--- src/core/ptd_pkg.sv ---
// constants and carrier types for the pulse timing error detector
package ptd_pkg;
  localparam int unsigned CLK_KHZ      = 200000;
  localparam int unsigned ERR_HOLD_MS  = 100;
  localparam int unsigned HOLD_CYC_DEF = ERR_HOLD_MS * CLK_KHZ;
  localparam int          HOLD_W       = 25;
  localparam int          DRV_DLY_DEF  = 4;
  localparam int          LEN_W_DEF    = 16;
  localparam logic [4:0]  CTRL_OFS     = 5'h00;
  localparam logic [4:0]  DLY_LEN_OFS  = 5'h04;
  localparam logic [4:0]  DUR_LEN_OFS  = 5'h08;
  localparam logic [4:0]  STATUS_OFS   = 5'h0C;
  localparam logic [4:0]  MASK_OFS     = 5'h10;
  localparam logic [4:0]  STATE_OFS    = 5'h14;
  localparam logic [2:0]  CTRL_RST     = 3'h1;
  localparam logic [3:0]  MASK_RST     = 4'h0;

  // ctrl bit 0 undelayed, bit 1 delayed, bit 2 duration gate
  typedef struct packed {
    logic dur_gate;
    logic delayed_select;
    logic undelayed_select;
  } ptd_ctrl_t;

  // status and mask: bit 0 overlap, 1 delay, 2 transition, 3 settings
  typedef struct packed {
    logic cfg;
    logic trans;
    logic delay;
    logic overlap;
  } ptd_evt_t;

  // read-only state word, bit 6 downward
  typedef struct packed {
    logic dly_act;
    logic dur_act;
    logic error_lamp;
    logic trail_err;
    logic lead_err;
    logic overlap;
    logic err_latch;
  } ptd_state_t;
endpackage : ptd_pkg

--- src/core/ptd_core.sv ---
// pulse duration gating and timing error supervision with avalon slave
`timescale 1ns/1ps
module ptd_core
  import ptd_pkg::*;
#(
  parameter int unsigned ERR_HOLD_CYC = HOLD_CYC_DEF,
  parameter int unsigned TT_HOLD_CYC  = HOLD_CYC_DEF,
  parameter int          DRV_DLY      = DRV_DLY_DEF,
  parameter int          LEN_W        = LEN_W_DEF
) (
  input  wire logic        ref_clk,
  input  wire logic        srst,
  input  wire logic [4:0]  avs_address,
  input  wire logic        avs_read,
  input  wire logic        avs_write,
  input  wire logic [31:0] avs_writedata,
  output logic      [31:0] avs_readdata,
  output logic             avs_waitrequest,
  input  wire logic        trig_in,
  input  wire logic        ramp_off_side,
  output logic             dur_out,
  output logic             dur_out_n,
  output logic             error_lamp,
  output logic             irq
);

  function automatic logic hit(input logic [4:0] a, input logic [4:0] o);
    hit = (a == o);
  endfunction : hit

  ptd_ctrl_t          ctrl;
  ptd_evt_t           status;
  ptd_evt_t           mask;
  ptd_evt_t           ev;
  ptd_state_t         state;
  logic [LEN_W-1:0]   dly_len;
  logic [LEN_W-1:0]   dur_len;
  logic [LEN_W-1:0]   dly_cnt;
  logic [LEN_W-1:0]   dur_cnt;
  logic               ack;
  logic               we;
  logic               dly_act;
  logic               dly_start;
  logic               dly_end;
  logic               dur_act;
  logic               dur_trig;
  logic               cfg_err;
  logic               cfg_q;
  logic               sup_en;
  logic               overlap;
  logic               err_latch;
  logic               sup_rst;
  logic [HOLD_W-1:0]  err_tmr;
  logic [DRV_DLY-1:0] drv_sr;
  logic               drv_q;
  logic               drv_rise;
  logic               drv_fall;
  logic               trail_err;
  logic               lead_err;
  logic               lead_set;
  logic               tt_rst;
  logic [HOLD_W-1:0]  tt_tmr;

  // bus: one wait cycle on every access, so read data is always ready
  assign avs_waitrequest = (avs_read | avs_write) & ~ack;
  assign we              = avs_write & ack;

  always_ff @(posedge ref_clk) begin
    if (srst) begin
      ack <= 1'b0;
    end else begin
      ack <= (avs_read | avs_write) & ~ack;
    end
  end

  always_ff @(posedge ref_clk) begin
    if (srst) begin
      ctrl    <= CTRL_RST;
      dly_len <= '0;
      dur_len <= '0;
      mask    <= MASK_RST;
    end else if (we) begin
      if (hit(avs_address, CTRL_OFS)) begin
        ctrl <= avs_writedata[2:0];
      end
      if (hit(avs_address, DLY_LEN_OFS)) begin
        dly_len <= avs_writedata[LEN_W-1:0];
      end
      if (hit(avs_address, DUR_LEN_OFS)) begin
        dur_len <= avs_writedata[LEN_W-1:0];
      end
      if (hit(avs_address, MASK_OFS)) begin
        mask <= avs_writedata[3:0];
      end
    end
  end

  always_ff @(posedge ref_clk) begin
    if (srst) begin
      avs_readdata <= 32'h0;
    end else if (avs_read & ~ack) begin
      unique case (avs_address)
        CTRL_OFS:    avs_readdata <= {29'h0, ctrl};
        DLY_LEN_OFS: avs_readdata <= 32'(dly_len);
        DUR_LEN_OFS: avs_readdata <= 32'(dur_len);
        STATUS_OFS:  avs_readdata <= {28'h0, status};
        MASK_OFS:    avs_readdata <= {28'h0, mask};
        STATE_OFS:   avs_readdata <= {25'h0, state};
        default:     avs_readdata <= 32'h0;
      endcase
    end
  end

  assign state = '{dly_act: dly_act, dur_act: dur_act,
                   error_lamp: error_lamp, trail_err: trail_err,
                   lead_err: lead_err, overlap: overlap,
                   err_latch: err_latch};

  // sticky events; a new event wins over a write-one clear
  always_ff @(posedge ref_clk) begin
    if (srst) begin
      status <= '0;
    end else if (we && hit(avs_address, STATUS_OFS)) begin
      status <= (status & ~ptd_evt_t'(avs_writedata[3:0])) | ev;
    end else begin
      status <= status | ev;
    end
  end

  always_ff @(posedge ref_clk) begin
    if (srst) begin
      irq <= 1'b0;
    end else begin
      irq <= |(status & mask);
    end
  end

  // delay stage; a trigger during an active delay is not restarted
  assign dly_act   = (dly_cnt != '0);
  assign dly_start = trig_in & ~dly_act;
  assign dly_end   = (dly_cnt == LEN_W'(1));
  assign dur_trig  = (ctrl.undelayed_select & dly_start)
                   | (ctrl.delayed_select & dly_end);

  always_ff @(posedge ref_clk) begin
    if (srst) begin
      dly_cnt <= '0;
    end else if (dly_start) begin
      dly_cnt <= dly_len;
    end else if (dly_act) begin
      dly_cnt <= dly_cnt - LEN_W'(1);
    end
  end

  // duration one-shot retriggers, so the overlap never silences it
  assign dur_act = (dur_cnt != '0);

  always_ff @(posedge ref_clk) begin
    if (srst) begin
      dur_cnt <= '0;
    end else if (dur_trig) begin
      dur_cnt <= dur_len;
    end else if (dur_act) begin
      dur_cnt <= dur_cnt - LEN_W'(1);
    end
  end

  always_ff @(posedge ref_clk) begin
    if (srst) begin
      dur_out   <= 1'b0;
      dur_out_n <= 1'b0;
    end else begin
      dur_out   <= dur_act & ~ctrl.dur_gate;
      dur_out_n <= ~dur_act & ~ctrl.dur_gate;
    end
  end

  // settings that cannot produce a sensible pulse
  assign cfg_err = ~(ctrl.undelayed_select | ctrl.delayed_select)
                 | (dur_len == '0)
                 | (ctrl.delayed_select & (dly_len == '0));

  always_ff @(posedge ref_clk) begin
    if (srst) begin
      cfg_q <= 1'b0;
    end else begin
      cfg_q <= cfg_err;
    end
  end

  // duration and delay supervision
  assign sup_en  = ~err_latch;
  assign sup_rst = err_latch
                 & (err_tmr == HOLD_W'(ERR_HOLD_CYC - 1));

  always_ff @(posedge ref_clk) begin
    if (srst || sup_rst) begin
      overlap <= 1'b0;
    end else if (sup_en && dur_trig) begin
      overlap <= dur_act;
    end
  end

  always_ff @(posedge ref_clk) begin
    if (srst || sup_rst) begin
      err_latch <= 1'b0;
    end else if (overlap) begin
      err_latch <= 1'b1;
    end else if (sup_en && trig_in && dly_act) begin
      err_latch <= 1'b1;
    end
  end

  always_ff @(posedge ref_clk) begin
    if (srst || !err_latch || sup_rst) begin
      err_tmr <= '0;
    end else begin
      err_tmr <= err_tmr + HOLD_W'(1);
    end
  end

  // drive delayed to line up with the ramp it is compared against
  always_ff @(posedge ref_clk) begin
    if (srst) begin
      drv_sr <= '0;
      drv_q  <= 1'b0;
    end else begin
      // gated output, so a blocked pulse is never judged against a ramp
      drv_sr <= {drv_sr[DRV_DLY-2:0], dur_out};
      drv_q  <= drv_sr[DRV_DLY-1];
    end
  end

  assign drv_rise = drv_sr[DRV_DLY-1] & ~drv_q;
  assign drv_fall = ~drv_sr[DRV_DLY-1] & drv_q;
  assign tt_rst   = lead_err
                  & (tt_tmr == HOLD_W'(TT_HOLD_CYC - 1));
  assign lead_set = (drv_fall & ramp_off_side) | trail_err;

  always_ff @(posedge ref_clk) begin
    if (srst || tt_rst) begin
      trail_err <= 1'b0;
    end else if (drv_rise && !ramp_off_side) begin
      trail_err <= 1'b1;
    end
  end

  always_ff @(posedge ref_clk) begin
    if (srst || tt_rst) begin
      lead_err <= 1'b0;
    end else if (lead_set) begin
      lead_err <= 1'b1;
    end
  end

  always_ff @(posedge ref_clk) begin
    if (srst || !lead_err || tt_rst) begin
      tt_tmr <= '0;
    end else begin
      tt_tmr <= tt_tmr + HOLD_W'(1);
    end
  end

  always_ff @(posedge ref_clk) begin
    if (srst) begin
      error_lamp <= 1'b0;
    end else begin
      error_lamp <= err_latch | lead_err | cfg_err;
    end
  end

  assign ev.overlap = sup_en & dur_trig & dur_act;
  assign ev.delay   = sup_en & trig_in & dly_act;
  assign ev.trans   = lead_set & ~lead_err & ~tt_rst;
  assign ev.cfg     = cfg_err & ~cfg_q;
endmodule : ptd_core

--- config.mk ---
export PLATFORM = sky130hd
export DESIGN_NAME = ptd_core
export DESIGN_NICKNAME = d
export VERILOG_FILES = /design/src/core/ptd_pkg.sv /design/src/core/ptd_core.sv
export SDC_FILE = /design/constraint.sdc
export NUM_CORES = 1
export LEC_CHECK = 0
export BUFFER_PORTS_ARGS = -buffer_cell sky130_fd_sc_hd__buf_2
export CAP_MARGIN = 20
export CORE_MARGIN = 2
export CORE_UTILIZATION = 45
export DETAILED_ROUTE_END_ITERATION = 6
export PLACE_DENSITY = 0.7
export SYNTH_ARGS = -nofsm -noshare
export SYNTH_HDL_FRONTEND = slang
export SYNTH_SLANG_ARGS = --single-unit
--- constraint.sdc ---
create_clock -name ref_clk -period 6.2 [get_ports ref_clk]
set_input_delay 1.24 -clock ref_clk [delete_from_list [all_inputs] [get_ports ref_clk]]
set_output_delay 1.24 -clock ref_clk [all_outputs]
set_load 0.01 [all_outputs]
Word-level counts from Yosys, hierarchy flattened
Cells that the tools add are included.
{"block": "op_classes", "bitwise_logic": 45, "n_eq_ne": 8, "muxes": 8, "add_sub_neg": 4, "n_reduce_logical": 27}
{"op": "$pmux W16 S6", "count": 1}
{"op": "$mux W16", "count": 4}
{"op": "$add A25 B1 Y25 const B", "count": 2}
{"op": "$eq A25 B25 Y1 const B", "count": 2}
{"op": "$logic_not A16 Y1", "count": 2}
{"op": "$reduce_bool A16 Y1", "count": 2}
{"op": "$sub A16 B1 Y16 const B", "count": 2}
{"op": "$and A1 B1 Y1", "count": 21}
{"op": "$eq A16 B1 Y1 const B", "count": 1}
{"op": "$not A1 Y1", "count": 11}
{"op": "$eq A5 B4 Y1 const B", "count": 2}
{"op": "$eq A5 B5 Y1 const B", "count": 2}
{"op": "$and A4 B4 Y4", "count": 2}
{"op": "$or A1 B1 Y1", "count": 8}
{"op": "$or A4 B4 Y4", "count": 2}
{"op": "$reduce_and A2 Y1", "count": 4}
{"op": "$logic_or A1 B1 Y1", "count": 6}
{"op": "$reduce_bool A2 Y1", "count": 3}
{"op": "$eq A5 B3 Y1 const B", "count": 1}
{"op": "$logic_and A1 B1 Y1", "count": 5}
{"op": "$logic_not A5 Y1", "count": 1}
{"op": "$mux W4", "count": 1}
{"op": "$not A4 Y4", "count": 1}
{"op": "$reduce_or A4 Y1", "count": 1}
{"op": "other kinds (2)", "count": 5}
{"block": "totals", "output_inout_bits": 37, "in_bits": 43, "wordCells": 122, "ff_bits": 172}

Logic depth before layout (Yosys ltp)
Gate-level depths: netlist (run 1).
{"block": "logic_depth", "depth_word": 9, "depth_mapped": 9, "depth_no_buf": 7}

Worst setup path before layout (run 1)
No wires, ideal clock.
{"block": "synth_timing", "path_type": "in2reg", "start": "input port avs_address[3]", "end": "register dur_len[10]", "t_arrival_ps": 2820, "slack_ps": 3252, "n_path_buf": 4, "setup_time_ps": 128, "required_ps": 6072, "cell_stages": 9, "cell_sequence": "clkbuf_1 -> nor2b_1 -> buf_2 -> and3b_1 -> and3_1 -> buf_2 -> buf_2 -> mux2i_1 -> nor2_1"}
{"block": "synth_between", "elab_chain_cells": 2}
{"item": "from (decl)", "line_no": "ptd_core.sv:13", "rtl": "input wire logic [4:0] avs_address,"}
{"item": "$eq A5 B4 Y1", "line_no": "ptd_core.sv:28", "rtl": "hit = (a == o);"}
{"item": "$reduce_and A2 Y1 (no source line)"}
{"item": "to (signal assigned)", "line_no": "ptd_core.sv:90", "rtl": "dur_len <= avs_writedata[LEN_W-1:0];"}
{"item": "to (decl)", "line_no": "ptd_core.sv:37", "rtl": "logic [LEN_W-1:0] dur_len;"}
No other way between the ends.
A chain may end at the register's enable or synchronous reset.

Final worst setup path (run 1)
{"block": "layout_timing", "start": "input port avs_address[1]", "end": "register dly_len[11]"}
{"block": "layout_between", "elab_chain_cells": 2}
{"item": "$eq A5 B3 Y1", "line_no": "ptd_core.sv:28"}
{"item": "$reduce_and A2 Y1 (no source line)"}
{"item": "to (signal assigned)", "line_no": "ptd_core.sv:87", "rtl": "dly_len <= avs_writedata[LEN_W-1:0];"}
{"item": "to (decl)", "line_no": "ptd_core.sv:36", "rtl": "logic [LEN_W-1:0] dly_len;"}
No other way between the ends.

==> results by group, run 1 <==
Power
  – Leakage component of the power: just under 0.003 uW
  – Worst vdd rail ir drop: 0.211 mV
  – Pwr Density: 378 nW/um^2
  – Post-layout total power: a little over 3000 uW

Clocking
  – Clock transition at the register clock pins on the worst setup and hold paths after CTS: 0.06 ns
  – Number of buffers between clock root and the deepest sink: 2
  – Number of gates resized after CTS: 0
  – Cell at the root of the clock tree: sky130_fd_sc_hd__clkbuf_16
  – CTS tree: built
  – Clock latency on the worst-skew pair: between 0.4 and 0.5 ns
  – CTS Buf Count: 17
  – Level count of the clock H-tree: 4
  – Clock sinks: about 160
  – Number of buffers added for setup after CTS: 0
  – Hold-fix buffer count after cts: 0

Placement
  – GP Congestion: between 0.8 and 0.9
  – Final HPWL from detailed placement: 11400 um
  – Placed cell count: 1045
  – Input/output buffers: between 40 and 50
  – Setup Slack @ Placement: 2.18 ns

Global route
  – Global-route usage over all layers: 0.201
  – Vias in the first global route: approximately 5400
  – Maximum number of pins on one net before global-route repair: 42
  – Wire length of the first global-routing pass: roughly 27000 um
  – Overall overflow remaining after global route: 0
  – Number of antenna violations at the first check in global routing: 3

Routing
  – Number of routed nets with antenna violations: 0
  – Total iterations of the first detailed-routing run: 4
  – 1st-iter DRT viols: between 400 and 500
  – Detailed-route vias per instance: 5.39
  – Routed wire length: between 15000 and 20000 um
  – Number of remaining DRC errors: 0
  – Detailed-route via count: between 5000 and 6000
  – Routed len/inst: 15.2 um

Final layout
  – Synthesis-to-layout area growth: 13.0%
  – Share of final-layout standard cells stronger than drive strength 1: 0.119
  – Layout filler cell count: 1478
  – Final non-filler cell total: ~1100
  – Final-stage net count: around 900
  – Register cell area after layout: about 3100 um^2
  – Area occupied by multi-input gates: ~3800 um^2

Worst hold path
  – Cell depth of the worst hold path: 1
  – Worst hold path type: reg -> reg

Synth
  – Cell types with the highest counts after synthesis: sky130_fd_sc_hd__dfxtp_1 (156), sky130_fd_sc_hd__nor2_1 (120), sky130_fd_sc_hd__nand2_1 (57)
  – Area of the mapped netlist: roughly 7200 um^2
  – Number of synthesized flops with an enable pin: 0
  – Register area share after synthesis: 0.432
  – FFs w/ async S/R, synth: 0
  – Yosys Warn Count: 0
  – Share of the synthesized area in the top cell type: 0.432
  – Synth Instances: between 800 and 900
  – Largest cells by area after synthesis: sky130_fd_sc_hd__dfxtp_1 (43%), sky130_fd_sc_hd__mux2i_1 (6.5%), sky130_fd_sc_hd__nor2_1 (6.2%), sky130_fd_sc_hd__xor2_1 (4.1%), sky130_fd_sc_hd__xnor2_1 (3.5%)
  – Flip-flop and latch count after synthesis: roughly 160
  – Avg Inst Size Synth: between 8 and 9 um^2
  – Unique masters post-synth: 62
  – Library cell occupying the most area in the post-synthesis netlist: sky130_fd_sc_hd__dfxtp_1
  – Most used flip-flop cell after synthesis: sky130_fd_sc_hd__dfxtp_1
  – Cell with the most instances after synthesis: sky130_fd_sc_hd__dfxtp_1

Setup path
  – Peak fanout along the critical path: 16
  – Critical-path top delay cell: sky130_fd_sc_hd__nor2b_2
  – Logic depth of the worst register-to-register path: 7
  – Endpoint arrival time on the critical path: between 3 and 4 ns
  – Kind of end point of the critical path: register
  – Cells traversed along the worst timing path: buf_2, nor3_1, and3b_1, nor2b_2, mux2i_1, nor2_1
  – Type of origin of the critical path: input pin
  – Required arrival time at the worst endpoint: 6.48 ns
  – Crit Path Category: in -> reg
  – Stage delay of the slowest cell on the critical path: 1.03 ns

Floorplan
  – Die Height: between 100 and 150 um
  – Area of the core: between 15000 and 20000 um^2
  – Placement row count: 46
  – Initial Util: 0.457
  – Chip Width: between 100 and 150 um
  – I/O pin count: 80
  – Die area: roughly 17000 um^2

Run
  – Max-cap violation count: 0

Status
  – Result of the run: finished, final reports clean

STA
  – Number of pins with negative max-slew slack in the final report: 0
  – Setup repair after global routing missed its margin: no
  – Worst Tran Pin Value: around 1.2 ns
  – Final worst-path setup slack: 2.53 ns
  – Setup-violating endpoint count in the final report: 0
  – Highest Clock Rate: approximately 0.27 GHz
  – Tcrit/Tclk final: 0.591
  – Final total negative setup slack: 0 ns
  – Post-route clock skew: 0.00669 ns
  – Final Critical Period: 3.67 ns
  – Hold Vio Cnt, Final: 0
  – Relative slew slack: 0.223
==> path summary, 6_finish.rpt <==
path | start | endpoint | slack, ns
min reg2reg | drv_sr[1] | drv_sr[2] | 0.43
max reg2reg | dly_cnt[0] | dly_cnt[7] | 3.62
max | avs_address[1] | dly_len[11] | 2.53
min | drv_sr[1] | drv_sr[2] | 0.43
==> layout by cell type, fill, tap and decap left out, types with 12 or more instances in the layout <==
cell	n
sky130_fd_sc_hd__nor2b_1	12
sky130_fd_sc_hd__mux2i_1	47
sky130_fd_sc_hd__a211oi_1	12
sky130_fd_sc_hd__nand4_1	17
sky130_fd_sc_hd__nand2_1	57
sky130_fd_sc_hd__dfxtp_1	156
sky130_fd_sc_hd__nor4_1	21
sky130_fd_sc_hd__nor2_1	120
sky130_fd_sc_hd__buf_2	47
sky130_fd_sc_hd__nor3_1	24
sky130_fd_sc_hd__and3_1	15
sky130_fd_sc_hd__inv_1	13
sky130_fd_sc_hd__a21oi_1	28
sky130_fd_sc_hd__clkbuf_16	17
sky130_fd_sc_hd__conb_1	16
sky130_fd_sc_hd__nand3_1	29
sky130_fd_sc_hd__o21ai_0	31
sky130_fd_sc_hd__xor2_1	34
sky130_fd_sc_hd__xnor2_1	29
==> area by class of cell <==
cell class	instances	area share
multi-input cells	609	0.466
flip-flops and latches	156	0.382
clock buffers	21	0.0563
repair buffers	52	0.0333
well taps	216	0.0330
clock inverters	11	0.0232
inverters	13	0.00597
diodes	1	0.000306
==> worst max-delay path, delay by kind of cell <==
kind,cells,cell delay (ns)
AND/OR/NAND/NOR,4,2.31
buffers and inverters,1,0.12
multiplexers,1,0.27
==> sequential cells by signal, summed over array words and instances, names as in the netlist, 3 cells and up <==
register,count
status,4
ctrl,3
dur_len,16
mask,4
dur_cnt,16
avs_readdata,16
tt_tmr,25
err_tmr,25
dly_cnt,16
dly_len,16
drv_sr,4
==> report_power, final <==
group / total, uW / switching [uW] / internal, uW
Sequential: 1190 / 94.7 / 1100
Clock: 1150 / 414 / 735
Combinational: 754 / 422 / 332
==> per-layer routing <==
layer / up-vias / track usage / routed length, um / part of all wire
met2: 117 / 0.304 / 7280 / 0.44
met4: 2 / 0.0738 / 318 / 0.019
met1: 2716 / 0.276 / 8050 / 0.49
met3: 33 / 0.0546 / 759 / 0.046
li1: 2947 / - / - / -
met5: - / 0 / 13 / 0.00079
==> kinds of logic after synthesis <==
logic type / count (synthesis) / synth area share
xor gates and xnor gates: 63 / 0.0762
and+or+nand+nor: 359 / 0.256
other: 1 / 0.000518
buffers and inverters: 73 / 0.0498
DFF: 156 / 0.432
muxes: 50 / 0.0712
adders and majority gates: 7 / 0.0121
AOI/OAI and AO/OA: 114 / 0.103
==> stage by stage <==
stage                     cell area (um^2)  utilization  hold slack, ns
after floorplan                       7290            -           0.414
after global placement                7520        0.475           0.419
after global routing                  8180        0.517           0.457
final                                 8180        0.517           0.430
after detailed placement              7520        0.475           0.431
after CTS                             8170        0.516           0.440
Power figures use the tool's default switching activity.
==> inputs of run 2 (changes only) <==
Settings changed: ABC_AREA set to 1, PLACE_DENSITY 0.7 to 0.72.
Clock period 6.2 ns to 3.17 ns, I/O delays scaled along.
==> run 2 against run 1 <==
  * Sequential power increased by 93%
  * Highest routed layer is now met4
  * Non-clock buffer count unchanged
  * Count of clock-buffer cells in the layout decreased by 4
  * Largest power group unchanged
  * Flip-flop and latch count unchanged
  * Clock skew increased by 0.0023 ns
  * Via count increased by 22%
  * Synthesized cell count increased by 39%
  * Sequential share of layout area decreased by 3.3 points
  * Critical path type unchanged
  * Worst hold slack got worse by 0.020 ns
  * Register-to-register slack got worse by 2.4 ns
==> results by group, run 2 <==
Status
  – Result of the run: finished, final reports clean

Setup path
  – Logic depth of the worst register-to-register path: 9 (+2)
  – Required arrival time at the worst endpoint: 3.48 ns (-3.00 ns)
  – Worst setup path start: avs_address[1]
  – Peak fanout along the critical path: 22 (+6)
  – Worst r2r src: dly_cnt[0]
  – Endpoint arrival time on the critical path: 2.29 ns (-1.66 ns)
  – Setup slack on the worst flop-to-flop path: 1.27 ns (-2.35 ns)
  – Crit Path Category: in -> reg
  – Kind of end point of the critical path: register
  – Worst r2r dst: dur_cnt[14]
  – Type of origin of the critical path: input pin

Clocking
  – Clock transition at the register clock pins on the worst setup and hold paths after CTS: 0.07 ns (about the same)
  – Clock sinks: 156 (unchanged)
  – Hold-fix buffer count after cts: 0 (unchanged)
  – Number of buffers between clock root and the deepest sink: 2 (unchanged)
  – Cell at the root of the clock tree: sky130_fd_sc_hd__clkbuf_16
  – CTS Buf Count: 17 (unchanged)
  – Level count of the clock H-tree: 4 (unchanged)
  – Clock latency on the worst-skew pair: 0.43 ns (about the same)
  – Number of gates resized after CTS: 0 (unchanged)
  – CTS tree: built
  – Number of buffers added for setup after CTS: 0 (unchanged)

Synth
  – Unique masters post-synth: 49 (-21%)
  – Yosys Warn Count: 0 (unchanged)
  – Avg Inst Size Synth: 7.08 um^2 (-19%)
  – Library cell occupying the most area in the post-synthesis netlist: sky130_fd_sc_hd__dfxtp_1
  – Cell types with the highest counts after synthesis: sky130_fd_sc_hd__nand2_1 (225), sky130_fd_sc_hd__nor2_1 (181), sky130_fd_sc_hd__dfxtp_1 (156)
  – FFs w/ async S/R, synth: 0 (unchanged)
  – Share of the synthesized area in the top cell type: 0.386 (-0.0455)
  – Register area share after synthesis: 0.386 (-0.0455)
  – Number of synthesized flops with an enable pin: 0 (unchanged)
  – Cell with the most instances after synthesis: sky130_fd_sc_hd__nand2_1
  – Largest cells by area after synthesis: sky130_fd_sc_hd__dfxtp_1 (39%), sky130_fd_sc_hd__nand2_1 (10%), sky130_fd_sc_hd__nor2_1 (8.4%), sky130_fd_sc_hd__inv_1 (6.6%), sky130_fd_sc_hd__a21oi_1 (4.6%)
  – Area of the mapped netlist: 8090 um^2 (+12%)
  – Synth Instances: 1142 (+39%)
  – Most used flip-flop cell after synthesis: sky130_fd_sc_hd__dfxtp_1
  – Flip-flop and latch count after synthesis: 156 (unchanged)

STA
  – Setup repair after global routing missed its margin: no
  – Worst Tran Pin Value: 0.677 ns (-0.483 ns)
  – Tcrit/Tclk final: 0.624
  – Final total negative setup slack: 0 ns (unchanged)
  – Final Critical Period: around 2 ns
  – Number of pins with negative max-slew slack in the final report: 0 (unchanged)
  – Setup-violating endpoint count in the final report: 0 (unchanged)
  – Hold Vio Cnt, Final: 0 (unchanged)
  – Post-route clock skew: 0.00895 ns (+0.00225 ns)
  – Relative slew slack: 0.548 (+0.326)
  – Highest Clock Rate: ~0.51 GHz

Final layout
  – Utilization after layout: 0.503 (-0.0138)
  – Most common library cell in the layout ignoring fill and taps: sky130_fd_sc_hd__nand2_1
  – Synthesis-to-layout area growth: 10.5%
  – Layout filler cell count: 1729 (+17%)
  – Share of final-layout standard cells stronger than drive strength 1: 0.125 (+0.00530)
  – Commonest non-fill, non-tap cells in the layout: sky130_fd_sc_hd__nand2_1 (225), sky130_fd_sc_hd__nor2_1 (181), sky130_fd_sc_hd__dfxtp_1 (156), sky130_fd_sc_hd__inv_1 (142), sky130_fd_sc_hd__a21oi_1 (74)
  – Largest registers: err_tmr x25, tt_tmr x25
  – Number of inserted diodes: 0 (-1)
  – Final-stage net count: 1231 (+37%)

Global route
  – Maximum number of pins on one net before global-route repair: 57 (+36%)
  – Vias in the first global route: 6481 (+20%)
  – Overall overflow remaining after global route: 0 (unchanged)
  – Number of antenna violations at the first check in global routing: 0 (-3)
  – Wire length of the first global-routing pass: 30900 um (+15%)
  – Global-route usage over all layers: 0.195 (-0.00591)

Routing
  – Detailed-route via count: 7116 (+22%)
  – 1st-iter DRT viols: 530 (+29%)
  – Total iterations of the first detailed-routing run: 5 (+1)
  – Number of routed nets with antenna violations: 0 (unchanged)
  – Routed len/inst: 13.1 um (-14%)
  – Routed wire length: 18600 um (+14%)
  – Detailed-route vias per instance: 5.00 (-7.2%)
  – Number of remaining DRC errors: 0 (unchanged)

Placement
  – Final HPWL from detailed placement: 13800 um (+21%)
  – GP Congestion: 0.913 (+5.4%)
  – Input/output buffers: 47 (unchanged)

Floorplan
  – Chip Width: 138 um (+5.6%)
  – Die area: 19100 um^2 (+11%)
  – Initial Util: 0.455 (-0.00220)
  – Placement row count: 49 (+6.5%)
  – Area of the core: 17800 um^2 (+12%)
  – Die Height: 138 um (+5.6%)
  – I/O pin count: 80 (unchanged)

Worst hold path
  – Hold Path Sink: drv_sr[1]
  – Worst Min Path Start: drv_sr[0]
  – Worst hold path type: reg -> reg
  – Cell depth of the worst hold path: 2 (+1)

Power
  – Leakage component of the power: 0.00354 uW (+19%)
  – Worst vdd rail ir drop: 0.377 mV (+78%)
  – Pwr Density: 682 nW/um^2 (+80%)

Run
  – Max-cap violation count: 0 (unchanged)
==> run 2: changes by cell type in the layout (fill, tap and decap cells not counted), moves of 12 or more <==
cell / previous run / this run
sky130_fd_sc_hd__nor2_1: 120 / 181
sky130_fd_sc_hd__nand2_2: 0 / 14
sky130_fd_sc_hd__nor4_1: 21 / 1
sky130_fd_sc_hd__and3_1: 15 / 1
sky130_fd_sc_hd__nand2_1: 57 / 225
sky130_fd_sc_hd__a21oi_1: 28 / 74
sky130_fd_sc_hd__nand4_1: 17 / 38
sky130_fd_sc_hd__inv_1: 13 / 142
sky130_fd_sc_hd__mux2i_1: 47 / 0
sky130_fd_sc_hd__nor2b_1: 12 / 0
sky130_fd_sc_hd__o21ai_0: 31 / 58
==> run 2: where the power goes <==
part,leakage (uW),internal [uW],switching [uW]
sequential,0.00127,2140,162
combinational,0.00201,694,1230
clock,0.000266,1010,864
==> run 2: per-stage QoR <==
stage | std cells | hold WS (ns) | worst slack, ns | cell area (um^2) | power [uW]
final | 1423 | 0.410 | 1.19 | 8940 | 6100
after global placement | 1391 | 0.407 | 0.840 | 8400 | 4230
after floorplan | 1157 | 0.388 | 1.50 | 8150 | 3910
after CTS | 1423 | 0.417 | 1.24 | 8940 | 6130
after detailed placement | 1391 | 0.402 | 0.779 | 8400 | 4250
after global routing | 1423 | 0.431 | 1.02 | 8940 | 6490
==> run 2: final cells by class <==
| cell class | count | area [um^2] | area share |
|---|---|---|---|
| Clock buffer | 17 | 425 | 0.0476 |
| Timing Repair Buffer | 52 | 285 | 0.0319 |
| Tap cell | 229 | 287 | 0.0320 |
| Clock inverter | 15 | 116 | 0.0130 |
| Inverter | 149 | 559 | 0.0625 |
| Multi-Input combinational cell | 805 | 4150 | 0.464 |
| Sequential cell | 156 | 3120 | 0.349 |
==> run 2: cells by family (layout without fill, tap and decap cells) <==
family / count (synthesis) / in the layout / share of synthesized area
AO/OA/AOI/OAI: 168 / 168 / 0.114
AND/OR/NAND/NOR: 557 / 557 / 0.318
other: 1 / 16 / 0.000464
adder cells (fa/ha/maj): 7 / 7 / 0.0108
flip-flops: 156 / 156 / 0.386
buffers and inverters: 196 / 233 / 0.108
XOR/XNOR: 57 / 57 / 0.0617
==> run 2: worst max-delay path by stage <==
stage,end,slack (ns),depth (start not counted)
4_1_cts,dly_len[8],1.24,9
5_1_grt,err_tmr[24],1.02,8
6_report,dly_len[8],1.19,9
3_3_place_gp,dly_len[9],0.84,9
2_1_floorplan,dly_len[11],1.50,8
3_5_place_dp,dly_len[8],0.78,9
==> run 2: worst max-delay path, cell delays in order <==
cell and delay (ns):
sky130_fd_sc_hd__buf_2 0.10, sky130_fd_sc_hd__nor2_2 0.09, sky130_fd_sc_hd__buf_4 0.17, sky130_fd_sc_hd__nand3_1 0.43
sky130_fd_sc_hd__nor2_1 0.24, sky130_fd_sc_hd__buf_4 0.20, sky130_fd_sc_hd__inv_2 0.16, sky130_fd_sc_hd__o21ai_0 0.21
sky130_fd_sc_hd__a21oi_1 0.06
==> run 2: layer usage <==
| layer | track usage | vias up | part of all wire |
|---|---|---|---|
| met5 | 0 | - | 0 |
| met4 | 0.0747 | 0 | 0.023 |
| met3 | 0.0336 | 32 | 0.048 |
| met2 | 0.312 | 161 | 0.45 |
| met1 | 0.264 | 3226 | 0.48 |
| li1 | - | 3697 | - |
